$ cat config.mk
export PLATFORM = sky130hd
export DESIGN_NAME = fsp_seq
export DESIGN_NICKNAME = d
export VERILOG_FILES = /design/src/rtl/fsp_pkg.sv /design/src/rtl/fsp_seq.sv
export VERILOG_INCLUDE_DIRS = /design/src /design/src/rtl
export SDC_FILE = /design/constraint.sdc
export NUM_CORES = 1
export LEC_CHECK = 0
export BUFFER_PORTS_ARGS = -buffer_cell sky130_fd_sc_hd__buf_2
export CAP_MARGIN = 20
export CORE_ASPECT_RATIO = 0.8
export CORE_MARGIN = 2
export CORE_UTILIZATION = 55
export CTS_CLUSTER_DIAMETER = 150
export DETAILED_ROUTE_END_ITERATION = 6
export PLACE_DENSITY_LB_ADDON = 0.15
export REMOVE_ABC_BUFFERS = 1
export SYNTH_ARGS = -nofsm -noshare
export SYNTH_HDL_FRONTEND = slang
export SYNTH_SLANG_ARGS = --single-unit
$ cat constraint.sdc
create_clock -name sys_clk_i -period 6.1 [get_ports sys_clk_i]
set_clock_uncertainty 0.05 [all_clocks]
set_input_delay 0.305 -clock sys_clk_i [delete_from_list [all_inputs] [get_ports sys_clk_i]]
set_output_delay 0.305 -clock sys_clk_i [all_outputs]
set_load 0.02 [all_outputs]
$ cat src/rtl/fsp_map.svh
// fsp_map.svh: offsets, field positions, reset values and timing counts of the
// flash self-program sequencer; definitions only, included by every rtl file.
`ifndef FSP_MAP_SVH
`define FSP_MAP_SVH
`define FSP_AW 4
`define FSP_ADDR_CTRL 4'h0
`define FSP_ADDR_STAT 4'h1
`define FSP_CTRL_RST 8'h00
`define FSP_BIT_EN 0
`define FSP_BIT_ERASE 1
`define FSP_BIT_WRITE 2
`define FSP_BIT_LFSEL 3
`define FSP_BIT_RRE 4
`define FSP_BIT_IRQEN 7
`define FSP_CMD_ERASE 8'h03
`define FSP_CMD_LOAD 8'h01
`define FSP_CMD_WRITE 8'h05
`define FSP_SPM_WIN 3'h4
`define FSP_LPM_WIN 3'h3
`define FSP_Z_FLB 16'h0000
`define FSP_Z_LOCK 16'h0001
`define FSP_Z_EFB 16'h0002
`define FSP_Z_FHB 16'h0003
`define FSP_WORD_W 5
`define FSP_PAGE_W 6
`define FSP_CLK_NS 50
`define FSP_OP_MIN_NS 3700000
`define FSP_OP_MAX_NS 4500000
`define FSP_OP_CYCLES ((`FSP_OP_MIN_NS + `FSP_CLK_NS - 1) / `FSP_CLK_NS)
`endif

$ cat src/rtl/fsp_pkg.sv
// fsp_pkg: types shared by the sequencer and its surroundings.
// assumes fsp_map.svh is on the include path.
`include "fsp_map.svh"
package fsp_pkg;
    typedef enum logic [1:0] {ST_IDLE, ST_ERASE, ST_PROG, ST_WAIT} fsp_state_e;
    // one flash programming command towards the array
    typedef struct packed {
        logic erase;
        logic write;
        logic [`FSP_PAGE_W-1:0] page;
        logic [`FSP_WORD_W-1:0] word;
        logic [15:0] data;
    } fsp_flash_s;
    // fuse and lock bytes, one bit per fuse, 1 = programmed
    typedef struct packed {
        logic [7:0] lock;
        logic [7:0] low;
        logic [7:0] high;
        logic [7:0] ext;
    } fsp_fuse_s;
endpackage

$ cat src/rtl/fsp_seq.sv
// fsp_seq: self-programming sequencer of the on-chip program flash.
// assumes a cpu that pulses store/load strobes for one cycle and obeys the stall,
// and a flash array that returns the word at z_ptr_i[15:1] in the same cycle.
//
// Local design decisions: the plain strobed port and the placing of the registers.
`timescale 1ns/100ps
`default_nettype none
`include "fsp_map.svh"
module fsp_seq #(
    parameter int OP_CYCLES = `FSP_OP_CYCLES,
    parameter int PAGE_WORDS = 1 << `FSP_WORD_W
) (
    // clock and reset
    input wire logic sys_clk_i,
    input wire logic resetn_i,
    // register port
    input wire logic [`FSP_AW-1:0] reg_addr_i,
    input wire logic [7:0] reg_wdata_i,
    input wire logic reg_we_i,
    input wire logic reg_re_i,
    output logic [7:0] reg_rdata_o,
    // cpu side
    input wire logic spm_exec_i,
    input wire logic lpm_exec_i,
    input wire logic [15:0] z_ptr_i,
    input wire logic [15:0] data_word_pair_i,
    input wire logic global_irq_en_i,
    output logic cpu_stall_o,
    output logic [7:0] lpm_data_o,
    output logic self_prog_ready_irq_o,
    // flash array, eeprom and fuses
    input wire logic [15:0] flash_rdata_i,
    input wire logic eeprom_write_busy_i,
    input wire fsp_pkg::fsp_fuse_s fuse_prog_i,
    output fsp_pkg::fsp_flash_s flash_cmd_o
);
    import fsp_pkg::*;

    localparam int TW = $clog2(OP_CYCLES + 1);
    localparam logic [TW-1:0] OP_LAST = TW'(OP_CYCLES - 1);

    // ****************************************************************
    // control register and command windows
    // ****************************************************************
    logic [7:0] prog_mem_ctrl_status, next_ctrl;
    logic [2:0] spm_win, next_spm_win;
    logic [2:0] lpm_win, next_lpm_win;
    logic ee_busy_q, next_ee_busy_q;
    fsp_state_e state, next_state;
    logic [TW-1:0] timer, next_timer;
    logic [`FSP_WORD_W-1:0] idx, next_idx;
    logic [`FSP_PAGE_W-1:0] op_page, next_op_page;
    logic [PAGE_WORDS-1:0] buf_valid, next_buf_valid;
    logic [15:0] page_buf [PAGE_WORDS];
    logic buf_we;
    logic ctrl_wr, spm_ok, lf_mode, op_done;

    // word address split: low bits pick the word, high bits the page
    function automatic logic [`FSP_WORD_W-1:0] word_of(input logic [15:0] z);
        return z[`FSP_WORD_W:1];
    endfunction
    function automatic logic [`FSP_PAGE_W-1:0] page_of(input logic [15:0] z);
        return z[`FSP_WORD_W+`FSP_PAGE_W:`FSP_WORD_W+1];
    endfunction

    // while the eeprom writes nothing of ours may start
    assign ctrl_wr = reg_we_i && reg_addr_i == `FSP_ADDR_CTRL && !eeprom_write_busy_i;
    assign lf_mode = prog_mem_ctrl_status[`FSP_BIT_LFSEL] && prog_mem_ctrl_status[`FSP_BIT_EN];
    assign spm_ok = spm_exec_i && spm_win != 3'h0 && !eeprom_write_busy_i && !lf_mode;
    assign op_done = (state == ST_ERASE || state == ST_WAIT) && timer == OP_LAST;

    always_comb begin
        next_ctrl = prog_mem_ctrl_status;
        next_spm_win = spm_win;
        next_lpm_win = lpm_win;
        buf_we = 1'b0;
        next_buf_valid = buf_valid;
        next_ee_busy_q = eeprom_write_busy_i;
        if (spm_win != 3'h0) begin
            next_spm_win = spm_win - 3'h1;
        end
        if (lpm_win != 3'h0) begin
            next_lpm_win = lpm_win - 3'h1;
        end
        // a window that runs out unused drops the command
        if ((spm_win == 3'h1 && !spm_exec_i && !lf_mode) ||
            (lpm_win == 3'h1 && !lpm_exec_i && lf_mode)) begin
            next_ctrl[`FSP_BIT_EN] = 1'b0;
            next_ctrl[`FSP_BIT_ERASE] = 1'b0;
            next_ctrl[`FSP_BIT_WRITE] = 1'b0;
            next_ctrl[`FSP_BIT_LFSEL] = 1'b0;
        end
        if (lpm_exec_i && lf_mode && lpm_win != 3'h0 && !eeprom_write_busy_i) begin
            next_ctrl[`FSP_BIT_EN] = 1'b0;
            next_ctrl[`FSP_BIT_LFSEL] = 1'b0;
            next_lpm_win = 3'h0;
        end
        if (spm_ok) begin
            next_spm_win = 3'h0;
            if (prog_mem_ctrl_status == `FSP_CMD_LOAD) begin
                buf_we = 1'b1;
                next_buf_valid[word_of(z_ptr_i)] = 1'b1;
                next_ctrl[`FSP_BIT_EN] = 1'b0;
            end
        end
        if (op_done) begin
            next_ctrl[`FSP_BIT_EN] = 1'b0;
            next_ctrl[`FSP_BIT_ERASE] = 1'b0;
            next_ctrl[`FSP_BIT_WRITE] = 1'b0;
            if (state == ST_WAIT) begin
                next_buf_valid = '0;
            end
        end
        // the eeprom starting a write throws away what has been loaded
        if (eeprom_write_busy_i && !ee_busy_q) begin
            next_buf_valid = '0;
        end
        if (ctrl_wr && state == ST_IDLE) begin
            next_ctrl = reg_wdata_i;
            next_ctrl[`FSP_BIT_RRE] = 1'b0;
            next_spm_win = 3'h0;
            next_lpm_win = 3'h0;
            if (reg_wdata_i[`FSP_BIT_RRE]) begin
                next_buf_valid = '0;
                next_ctrl[`FSP_BIT_EN] = 1'b0;
            end else if (reg_wdata_i[`FSP_BIT_EN]) begin
                next_spm_win = `FSP_SPM_WIN;
                if (reg_wdata_i[`FSP_BIT_LFSEL]) begin
                    next_lpm_win = `FSP_LPM_WIN;
                    next_spm_win = 3'h0;
                end
            end
        end
    end

    always_ff @(posedge sys_clk_i or negedge resetn_i) begin
        if (!resetn_i) begin
            prog_mem_ctrl_status <= `FSP_CTRL_RST;
            spm_win <= 3'h0;
            lpm_win <= 3'h0;
            buf_valid <= '0;
            ee_busy_q <= 1'b0;
        end else begin
            prog_mem_ctrl_status <= next_ctrl;
            spm_win <= next_spm_win;
            lpm_win <= next_lpm_win;
            buf_valid <= next_buf_valid;
            ee_busy_q <= next_ee_busy_q;
        end
    end

    // buffer words carry no reset; the valid vector decides what counts
    always_ff @(posedge sys_clk_i) begin
        if (buf_we) begin
            page_buf[word_of(z_ptr_i)] <= data_word_pair_i;
        end
    end

    // ****************************************************************
    // erase and write sequence
    // ****************************************************************
    fsp_flash_s next_flash;
    logic next_stall;

    always_comb begin
        next_state = state;
        next_timer = timer;
        next_idx = idx;
        next_op_page = op_page;
        next_flash = '0;
        case (state)
            ST_IDLE: begin
                next_timer = '0;
                next_idx = '0;
                if (spm_ok && prog_mem_ctrl_status == `FSP_CMD_ERASE) begin
                    next_op_page = page_of(z_ptr_i);
                    next_state = ST_ERASE;
                end else if (spm_ok && prog_mem_ctrl_status == `FSP_CMD_WRITE) begin
                    next_op_page = page_of(z_ptr_i);
                    next_state = ST_PROG;
                end
            end
            ST_ERASE: begin
                // buffer is left alone here so it survives the erase
                next_flash.erase = 1'b1;
                next_flash.page = op_page;
                next_timer = timer + TW'(1);
                if (op_done) begin
                    next_state = ST_IDLE;
                end
            end
            ST_PROG: begin
                // hand each word to the array; unloaded words stay erased
                next_flash.write = 1'b1;
                next_flash.page = op_page;
                next_flash.word = idx;
                next_flash.data = buf_valid[idx] ? page_buf[idx] : 16'hFFFF;
                next_timer = timer + TW'(1);
                next_idx = idx + `FSP_WORD_W'(1);
                if (idx == `FSP_WORD_W'(PAGE_WORDS - 1)) begin
                    next_state = ST_WAIT;
                end
            end
            ST_WAIT: begin
                next_timer = timer + TW'(1);
                if (op_done) begin
                    next_state = ST_IDLE;
                end
            end
            default: begin
                next_state = ST_IDLE;
            end
        endcase
        next_stall = next_state != ST_IDLE;
    end

    always_ff @(posedge sys_clk_i or negedge resetn_i) begin
        if (!resetn_i) begin
            state <= ST_IDLE;
            timer <= '0;
            idx <= '0;
            op_page <= '0;
            flash_cmd_o <= '0;
            cpu_stall_o <= 1'b0;
        end else begin
            state <= next_state;
            timer <= next_timer;
            idx <= next_idx;
            op_page <= next_op_page;
            flash_cmd_o <= next_flash;
            cpu_stall_o <= next_stall;
        end
    end

    // ****************************************************************
    // load path, register read, ready interrupt
    // ****************************************************************
    logic [7:0] next_lpm, next_rdata;
    logic next_irq;

    always_comb begin
        next_lpm = z_ptr_i[0] ? flash_rdata_i[15:8] : flash_rdata_i[7:0];
        if (lf_mode && lpm_win != 3'h0 && !eeprom_write_busy_i) begin
            case (z_ptr_i)
                `FSP_Z_FLB: next_lpm = ~fuse_prog_i.low;
                `FSP_Z_LOCK: next_lpm = ~fuse_prog_i.lock;
                `FSP_Z_EFB: next_lpm = ~fuse_prog_i.ext;
                `FSP_Z_FHB: next_lpm = ~fuse_prog_i.high;
                default: next_lpm = 8'hFF;
            endcase
        end
        if (!lpm_exec_i) begin
            next_lpm = lpm_data_o;
        end
        case (reg_addr_i)
            `FSP_ADDR_CTRL: next_rdata = prog_mem_ctrl_status;
            `FSP_ADDR_STAT: next_rdata = {5'h00, |buf_valid, eeprom_write_busy_i, state != ST_IDLE};
            default: next_rdata = 8'h00;
        endcase
        if (!reg_re_i) begin
            next_rdata = 8'h00;
        end
        next_irq = prog_mem_ctrl_status[`FSP_BIT_IRQEN] && global_irq_en_i &&
                   !next_ctrl[`FSP_BIT_EN] && !eeprom_write_busy_i &&
                   next_state == ST_IDLE;
    end

    always_ff @(posedge sys_clk_i or negedge resetn_i) begin
        if (!resetn_i) begin
            lpm_data_o <= 8'h00;
            reg_rdata_o <= 8'h00;
            self_prog_ready_irq_o <= 1'b0;
        end else begin
            lpm_data_o <= next_lpm;
            reg_rdata_o <= next_rdata;
            self_prog_ready_irq_o <= next_irq;
        end
    end

    // stalled cycles counted apart from the sequencer timer, so a timer
    // fault cannot hide behind itself
    logic [TW-1:0] stall_len, next_stall_len;
    always_comb begin
        next_stall_len = cpu_stall_o ? stall_len + TW'(1) : '0;
    end
    always_ff @(posedge sys_clk_i or negedge resetn_i) begin
        if (!resetn_i) begin
            stall_len <= '0;
        end else begin
            stall_len <= next_stall_len;
        end
    end
endmodule
`default_nettype wire

==> results of run 1 <==
[power groups by stage]
stage	Sequential (mW)	Combinational, mW	Clock (mW)
after floorplan	4.80	0.0763	0
after global placement	4.79	0.214	0
after detailed placement	4.80	0.223	0
after CTS	4.71	0.234	3.76
after global routing	4.71	0.262	3.92
final	4.71	0.236	3.71
[cells by family after synthesis]
logic type                 count (synthesis)  share of synthesized area, %
buffers and inverters                     97                          2.02
AOI/OAI and AO/OA                        273                          7.12
other                                      1                        0.0147
muxes                                    212                          12.6
DFF                                      634                          72.1
adders and majority gates                 13                         0.636
xor gates and xnor gates                  16                         0.548
and+or+nand+nor                          264                          4.98
[cell usage after synthesis, drive strengths merged, types with 13 or more instances]
cell type  count
a221oi        20
a311o         15
nand2         56
buf           44
mux2i         68
and2          18
a21oi         50
inv           14
edfxtp       512
mux2          62
clkbuf        39
o21a          34
ha            13
mux4          82
nor2         103
dfrtp        122
o21ai         60
a22oi         15
o22ai         43
[placed cells by master, fill, tap and decap left out, types with 12 or more instances in the layout]
cell type      synthesis  final
edfxtp_1             512    512
buf_2                 17    144
dfrtp_1              122    118
nor2_1               103     87
mux4_2                82     82
mux2i_1               68     68
mux2_2                61     61
clkbuf_16              0     59
nand2_1               56     56
o21ai_0               52     52
a21oi_1               50     49
o22ai_1               43     43
o21a_1                34     34
buf_4                 11     34
dlygate4sd3_1          0     23
a221oi_1              19     19
clkinv_1               0     19
and2_1                18     18
nor2_2                 0     16
a22oi_1               15     15
a311o_1               15     15
inv_1                 14     14
ha_1                  13     13
clkinv_2               0     12
[per-layer routing]
metal	GRT usage, %	routed length [microns]
met1	39.2	26800
met3	7.73	6530
met5	0	0
met4	5.74	1130
met2	37.4	27200
[what timing repair did]
action,CTS,global route
endpoints found under the hold margin,61,0
resized for setup,0,0
hold buffers,23,0
[state kept, by name, indices dropped and copies added, names as in the netlist, 5 cells and up]
register and flops:
buf_valid 32, flash_cmd_o 29, idx 5, lpm_data_o 8, op_page 6, page_buf 512, prog_mem_ctrl_status 7, reg_rdata_o 7
timer 17
[final cells by class]
class | instances | area (sq um)
Sequential cell | 634 | 18400
Fill cell | 3243 | 16600
Timing Repair Buffer | 211 | 1380
Antenna cell | 1 | 2.50
Clock buffer | 67 | 1550
Multi-Input combinational cell | 779 | 6670
Clock inverter | 43 | 404
Inverter | 14 | 52.6
Tap cell | 612 | 766
[stage by stage]
step | utilization [%] | instance area (sq um) | worst slack (ps)
after floorplan | - | 25100 | -1880
after global placement | 58.8 | 26900 | 2430
after detailed placement | 58.9 | 27000 | 2350
after CTS | 63.6 | 29100 | 2300
after global routing | 63.9 | 29300 | 2050
final | 63.9 | 29300 | 2180
[worst reg2reg max path, cell delays in order (launching register included)]
cell     delay (ps)
dfrtp_1         410
nor4b_1         440
nand4_1         280
nor4b_1        1050
nand3_1         390
nor2_2          910
[how the worst max path moves through the flow]
stage                            endpoint  slack, ps  cells past startpoint
2_1_floorplan    flash_cmd_o[0]$_DFF_PN0_      -1880                      6
3_3_place_gp   page_buf[26][15]$_DFFE_PP_       2430                      5
3_5_place_dp    page_buf[8][15]$_DFFE_PP_       2350                      5
4_1_cts        page_buf[26][10]$_DFFE_PP_       2300                      5
5_1_grt        page_buf[24][10]$_DFFE_PP_       2050                      5
6_report       page_buf[26][10]$_DFFE_PP_       2180                      5
==> qor.txt, run 1 <==
worst r2r dst: page_buf[26][10]$_DFFE_PP_
Crit path largest cell delay: 1050 ps
peak supply drop: 266 uV
worst-path cell chain: nor4b_1, nand4_1, nor4b_1, nand3_1, nor2_2
Avg Inst Size Synth: 16.9 sq um
Rows: 70
TNS Setup: 0 ps
final wirelength: 61700 microns
clock root buffer: clkbuf_16
core area: 45800 sq um
area share of the largest cell type after synthesis: 60.1%
fin. max-slew vios: 0
Tightest Hold Check Type: input pin to flip-flop
Area Growth Syn to Fin: 14.4%
Hold Crit Start: reg_wdata_i[0]
CTS tree: done
# setup viols final: 0
hold depth: 3
via count: 14700
crit share post-route: 64.3%
placed cells: 2221
DRC marker count from the first detailed-route iteration: 1718
DRC: 0
slowest stage cell, crit path: nor4b_1
CP Launch Point: prog_mem_ctrl_status[5]$_DFFE_PN0N_
switching power: 1.73 mW
sequential share of power: 54.4%
run status: completed
headroom to the max-slew limit: 19.7%
Combinational Power Share: 2.7%
FF-to-FF path depth: 5
Die Height: 197 microns
Mapped Area: 25600 sq um
Required @ worst endpoint: 6250 ps
Total Routing Usage GR: 25.9%
vias in the first global route: 14300
Synth Warn #: 0
Starting Density: 55.8%
layout cell share with drive strength beyond 1: 25.6%
critical path endpoint category: flip-flop
Lkg Pwr: 10.1 nW
Fin Hold WS: 35.8 ps
Worst Hold End: spm_win[2]$_DFFE_PN0P_
CTS Buffer Depth: 3
Cell Pwr Density: 296 nW/um^2
top_reg_cell synth: edfxtp_1
Final ANT Viol Nets: 0
Reg2Reg Setup Slack: 2180 ps
initial antenna violation count: 2
final count of hold timing violations: 0
fin crit period: 3920 ps
cell mode on critical path: nor4b_1
clk_lat worst skew: 600 ps
CTS Buf Count: 59
top post-synthesis cells by area: edfxtp_1, dfrtp_1, mux4_2
grt ovf: 0
total power: 8.65 mW
#FFs+latches synth: 634
routability cong.: 0.879
ys async rst share: 19.2%
IO Port Bufs: 145
die area: 48200 sq um
Worst path top cell family by delay: simple AND/OR/NAND/NOR gates
via/cell ratio: 6.21
Yosys top cell by area: edfxtp_1
largest net degree at the start of global routing: 92
crit start category: flip-flop
clock group share of total power: 42.9%
post-DP HPWL: 38100 microns
Yosys cell types: 63
sequential area share after synthesis: 72.1%
first-pass GRT wire length: 91800 microns
WS Path Type: flip-flop to flip-flop
wire per inst: 26.1 microns
non-filler cells in the finished layout: 2361
setup bufs post-CTS: 0
cell-internal power: 6.92 mW
worst-path maximum fanout: 17
Net count, final: 1812
Crit Reg-Reg Startpoint: prog_mem_ctrl_status[5]$_DFFE_PN0N_
Syn Inst Count: 1510
Reg clk slew, reported paths: 60 ps
htree depth: 2
# Max-Cap Violations: 0
CTS sink count: 634
Worst Path Buf+Inv: 0
DR pass1 iterations: 5
IO Count: 147
critical path arrival: 4080 ps
Die Span X: 245 microns
Post-synth EDFFs: 512
worst-margin pin slew: 1190 ps
RSZ-0062 raised after global routing: no
Highest Clock Rate: 0.255 GHz
switching part of the total power: 20.0%
Note: power is estimated with default switching activity, not from simulation.
==> run 2: changes to the inputs <==
clock period = 3.38 ns   (was 6.1 ns; I/O delays follow)
==> qor.txt, run 2 (synthesized netlist as in run 1, its figures left out) <==
hold depth: 1
commonest non-fill, non-tap cells in the layout: edfxtp_1, buf_2, dfrtp_1
Crit Reg-Reg Startpoint: lpm_win[0]$_DFFE_PN0P_
worst-path cell chain: inv_1, ha_1, nand2b_1, nand3_2, or4_1, a221oi_1, a21oi_1, mux2_2, dlygate4sd3_1
Final Util: 65.2%
TNS Setup: 0 ps
Starting Density: 55.8%
# setup viols final: 0
Reg2Reg Setup Slack: 250 ps
clk_lat worst skew: 640 ps
CTS Buffer Depth: 3
worst r2r dst: lpm_data_o[2]$_DFFE_PN0P_
grt ovf: 0
via/cell ratio: 6.08
WS Path Type: flip-flop to flip-flop
htree depth: 2
Required @ worst endpoint: 3820 ps
CTS Buf Count: 61
Total Routing Usage GR: 26.0%
Cell Pwr Density: 528 nW/um^2
# Max-Cap Violations: 0
Fin Hold WS: 23.3 ps
Final ANT Viol Nets: 0
routability cong.: 0.864
peak supply drop: 456 uV
DRC marker count from the first detailed-route iteration: 1523
Die Span X: 245 microns
total power: 15.8 mW
crit start category: flip-flop
fin. max-slew vios: 0
slowest stage cell, crit path: or4_1
Lkg Pwr: 10.4 nW
Net count, final: 1879
biggest regs: page_buf: 512 flops, buf_valid: 32 flops, flash_cmd_o: 29 flops
commonest non-fill, non-tap cell in the layout: edfxtp_1
worst-path maximum fanout: 10
Largest register FFs: 512
FF-to-FF path depth: 9
critical path endpoint category: flip-flop
run status: completed
final wirelength: 61500 microns
core area: 45800 sq um
CTS tree: done
Crit path largest cell delay: 750 ps
via count: 14800
largest net degree at the start of global routing: 64
IO Count: 147
Tightest Hold Check Type: input pin to flip-flop
first-pass GRT wire length: 92500 microns
headroom to the max-slew limit: 35.7%
Reg clk slew, reported paths: 70 ps
Area Growth Syn to Fin: 16.9%
clock root buffer: clkbuf_16
RSZ-0062 raised after global routing: no
DR pass1 iterations: 7
CTS sink count: 634
vias in the first global route: 14800
wire per inst: 25.3 microns
Highest Clock Rate: 0.320 GHz
worst-margin pin slew: 964 ps
Worst Hold End: page_buf[13][15]$_DFFE_PP_
crit share post-route: 92.6%
DRC: 0
fin crit period: 3130 ps
critical path arrival: 3570 ps
IO Port Bufs: 145
die area: 48200 sq um
non-filler cells in the finished layout: 2431
layout cell share with drive strength beyond 1: 26.6%
Largest Register: page_buf
Die Height: 197 microns
Rows: 70
final count of hold timing violations: 0
initial antenna violation count: 4
Hold Crit Start: data_word_pair_i[15]
placed cells: 2257
post-DP HPWL: 37000 microns
[run 2: what timing repair did]
action	4_1_cts	5_1_grt
gates resized for setup	0	0
buffers inserted	0	0
hold buffers	58	0
hold endpoints to repair	228	0
[run 2: report_power, final]
group / internal, mW / total [mW] / switching [mW]
Clock: 3.92 / 6.83 / 2.91
Sequential: 8.47 / 8.49 / 0.0207
Combinational: 0.178 / 0.463 / 0.285
[run 2: cell type report]
cell class                 count  area, sq um
timing repair buffer         276         1930
fill                        3143        15900
antenna                        1         2.50
clock inverter                43          377
tap                          612          766
clock buffer                  72         1640
inverter                      14         52.6
sequential                   634        18400
multi-input combinational    779         6670
[run 2: worst max-delay path: cells and delay by family (launching register included)]
family	cells	cell delay [ps]
muxes	1	270
and+or+nand+nor	3	1100
AOI/OAI and AO/OA	2	340
buffers and inverters	2	640
adders and majority gates	1	230
DFF	1	360
[run 2: how the worst max path moves through the flow]
stage	start	to	slack, ps	cells after the start
final	lpm_win[0]$_DFFE_PN0P_	lpm_data_o[2]$_DFFE_PN0P_	250	9
after global routing	lpm_win[0]$_DFFE_PN0P_	lpm_data_o[2]$_DFFE_PN0P_	120	9
after CTS	lpm_win[0]$_DFFE_PN0P_	lpm_data_o[2]$_DFFE_PN0P_	320	9
after detailed placement	idx[0]$_DFFE_PN0P_	flash_cmd_o[14]$_DFF_PN0_	660	6
after global placement	idx[0]$_DFFE_PN0P_	flash_cmd_o[14]$_DFF_PN0_	670	6
after floorplan	idx[0]$_DFFE_PN0P_	flash_cmd_o[0]$_DFF_PN0_	-4600	6
[run 2: metal layers]
| metal | wire (microns) | vias to the layer above | global-route usage, % |
|---|---|---|---|
| li1 | - | 6488 | - |
| met1 | 27400 | 7646 | 38.9 |
| met2 | 28600 | 551 | 39.8 |
| met3 | 4310 | 85 | 5.38 |
| met4 | 1100 | 0 | 6.03 |
| met5 | 0 | - | 0 |
[run 2: through the flow]
stage / cell area (sq um) / worst slack [ps]
after global routing: 29900 / 117
after floorplan: 25100 / -4600
after global placement: 27300 / 673
after CTS: 29900 / 325
after detailed placement: 27300 / 663
final: 29900 / 250
==> run 3: changes to the inputs <==
PLACE_DENSITY = 0.82   (was not set)
PLACE_DENSITY_LB_ADDON = not set   (was 0.15)
==> qor.txt, run 3 (synthesized netlist as in run 1, its figures left out) <==
Required @ worst endpoint: 3830 ps
WP depth: 9
clk_lat worst skew: 610 ps
worst r2r dst: lpm_data_o[3]$_DFFE_PN0P_
Rows: 70
run status: completed
CTS sink count: 634
non-filler cells in the finished layout: 2404
biggest regs: page_buf: 512 flops, buf_valid: 32 flops, flash_cmd_o: 29 flops
Crit Reg-Reg Startpoint: lpm_win[0]$_DFFE_PN0P_
Crit path largest cell delay: 670 ps
Reg2Reg Setup Slack: 220 ps
via/cell ratio: 6.44
critical path endpoint category: flip-flop
Largest Register: page_buf
Largest register FFs: 512
commonest non-fill, non-tap cell in the layout: edfxtp_1
Die Height: 197 microns
Die Span X: 245 microns
Cell Pwr Density: 523 nW/um^2
crit share post-route: 93.6%
FF-to-FF path depth: 9
Net count, final: 1858
Area Growth Syn to Fin: 15.6%
hold depth: 1
htree depth: 2
Hold Crit Start: data_word_pair_i[4]
# Max-Cap Violations: 0
Final ANT Viol Nets: 0
critical path arrival: 3610 ps
Highest Clock Rate: 0.316 GHz
WS Path Type: flip-flop to flip-flop
Lkg Pwr: 10.3 nW
Worst Path Buf+Inv: 2
wire per inst: 26.7 microns
worst-margin pin slew: 1110 ps
Final Util: 64.5%
CTS tree: done
RSZ-0062 raised after global routing: no
fin crit period: 3160 ps
Starting Density: 55.8%
core area: 45800 sq um
commonest non-fill, non-tap cells in the layout: edfxtp_1, buf_2, dfrtp_1
Worst Hold End: page_buf[19][4]$_DFFE_PP_
DR pass1 iterations: 5
routability cong.: 0.903
CTS Buf Count: 57
placed cells: 2246
post-route design area: 29500 sq um
first-pass GRT wire length: 96500 microns
Tightest Hold Check Type: input pin to flip-flop
peak supply drop: 491 uV
IO Port Bufs: 145
crit start category: flip-flop
fin. max-slew vios: 0
FF+latch area: 18400 sq um
final wirelength: 64100 microns
final count of hold timing violations: 0
post-DP HPWL: 36000 microns
Post-Place Cell Area: 27100 sq um
worst-path maximum fanout: 10
grt ovf: 0
vias in the first global route: 15900
# setup viols final: 0
DRC: 0
Total Routing Usage GR: 26.9%
area of the multi-input gates: 6640 sq um
initial antenna violation count: 4
slowest stage cell, crit path: or4_4
die area: 48200 sq um
TNS Setup: 0 ps
worst-path cell chain: inv_1, ha_1, nand2b_1, nand3_2, or4_4, a21oi_1, o221ai_1, dlygate4sd3_1, a22o_1
setup bufs post-CTS: 0
via count: 15500
clock root buffer: clkbuf_16
headroom to the max-slew limit: 25.7%
layout cell share with drive strength beyond 1: 24.9%
CTS Buffer Depth: 3
Fin Hold WS: 30.0 ps
largest net degree at the start of global routing: 82
IO Count: 147
Worst path top cell family by delay: simple AND/OR/NAND/NOR gates
Reg clk slew, reported paths: 70 ps
# fillers: 2923
DRC marker count from the first detailed-route iteration: 2119
[run 3: cell types whose count changed in the layout (fill, tap and decap cells not counted), sizes merged]
cell	delta
buf	-10
bufinv	-1
clkbuf	+5
clkinv	-11
clkinvlp	-3
diode	+1
dlygate4sd3	-7
inv	-1
[run 3: per-layer routing]
metal / vias to the layer above / GRT usage (%) / part of all wire (%)
li1: 6435 / - / -
met1: 7904 / 36.8 / 38
met2: 966 / 43.5 / 49
met3: 164 / 5.57 / 10
met4: 2 / 9.01 / 3.0
met5: - / 0 / 0.012
[run 3: worst max-delay path by stage]
stage                           start                         to  slack [ps]
2_1_floorplan      idx[0]$_DFFE_PN0P_   flash_cmd_o[0]$_DFF_PN0_       -4600
3_3_place_gp       idx[2]$_DFFE_PN0P_   flash_cmd_o[8]$_DFF_PN0_         720
3_5_place_dp       idx[2]$_DFFE_PN0P_  flash_cmd_o[14]$_DFF_PN0_         620
4_1_cts        lpm_win[0]$_DFFE_PN0P_  lpm_data_o[6]$_DFFE_PN0P_         290
5_1_grt        lpm_win[0]$_DFFE_PN0P_  lpm_data_o[3]$_DFFE_PN0P_         120
6_report       lpm_win[0]$_DFFE_PN0P_  lpm_data_o[3]$_DFFE_PN0P_         220
[run 3: metrics by stage]
stage	power, mW	setup slack [ps]
2_1_floorplan	8.81	-4600
3_3_place_gp	9.02	716
3_5_place_dp	9.05	620
4_1_cts	15.5	288
5_1_grt	15.8	117
6_report	15.5	216
[run 3: repair_timing]
item                       4_1_cts  5_1_grt
setup endpoints to repair        0        1
hold buffers                    51        0
hold endpoints to repair       123        0
gates resized for setup          0        1
[run 3: area by class of cell]
cell class	count	share of cell area [%]
sequential	634	62.4
multi-input combinational	779	22.5
timing repair buffer	259	6.03
clock buffer	77	5.25
tap	612	2.59
clock inverter	27	1.08
inverter	14	0.178
antenna	2	0.0169
[run 3: power by group]
| part | total, mW | switching, mW | leakage, nW | internal (mW) |
|---|---|---|---|---|
| combinational | 0.474 | 0.297 | 3.15 | 0.177 |
| sequential | 8.50 | 0.0271 | 6.25 | 8.47 |
| clock | 6.49 | 2.86 | 0.900 | 3.62 |
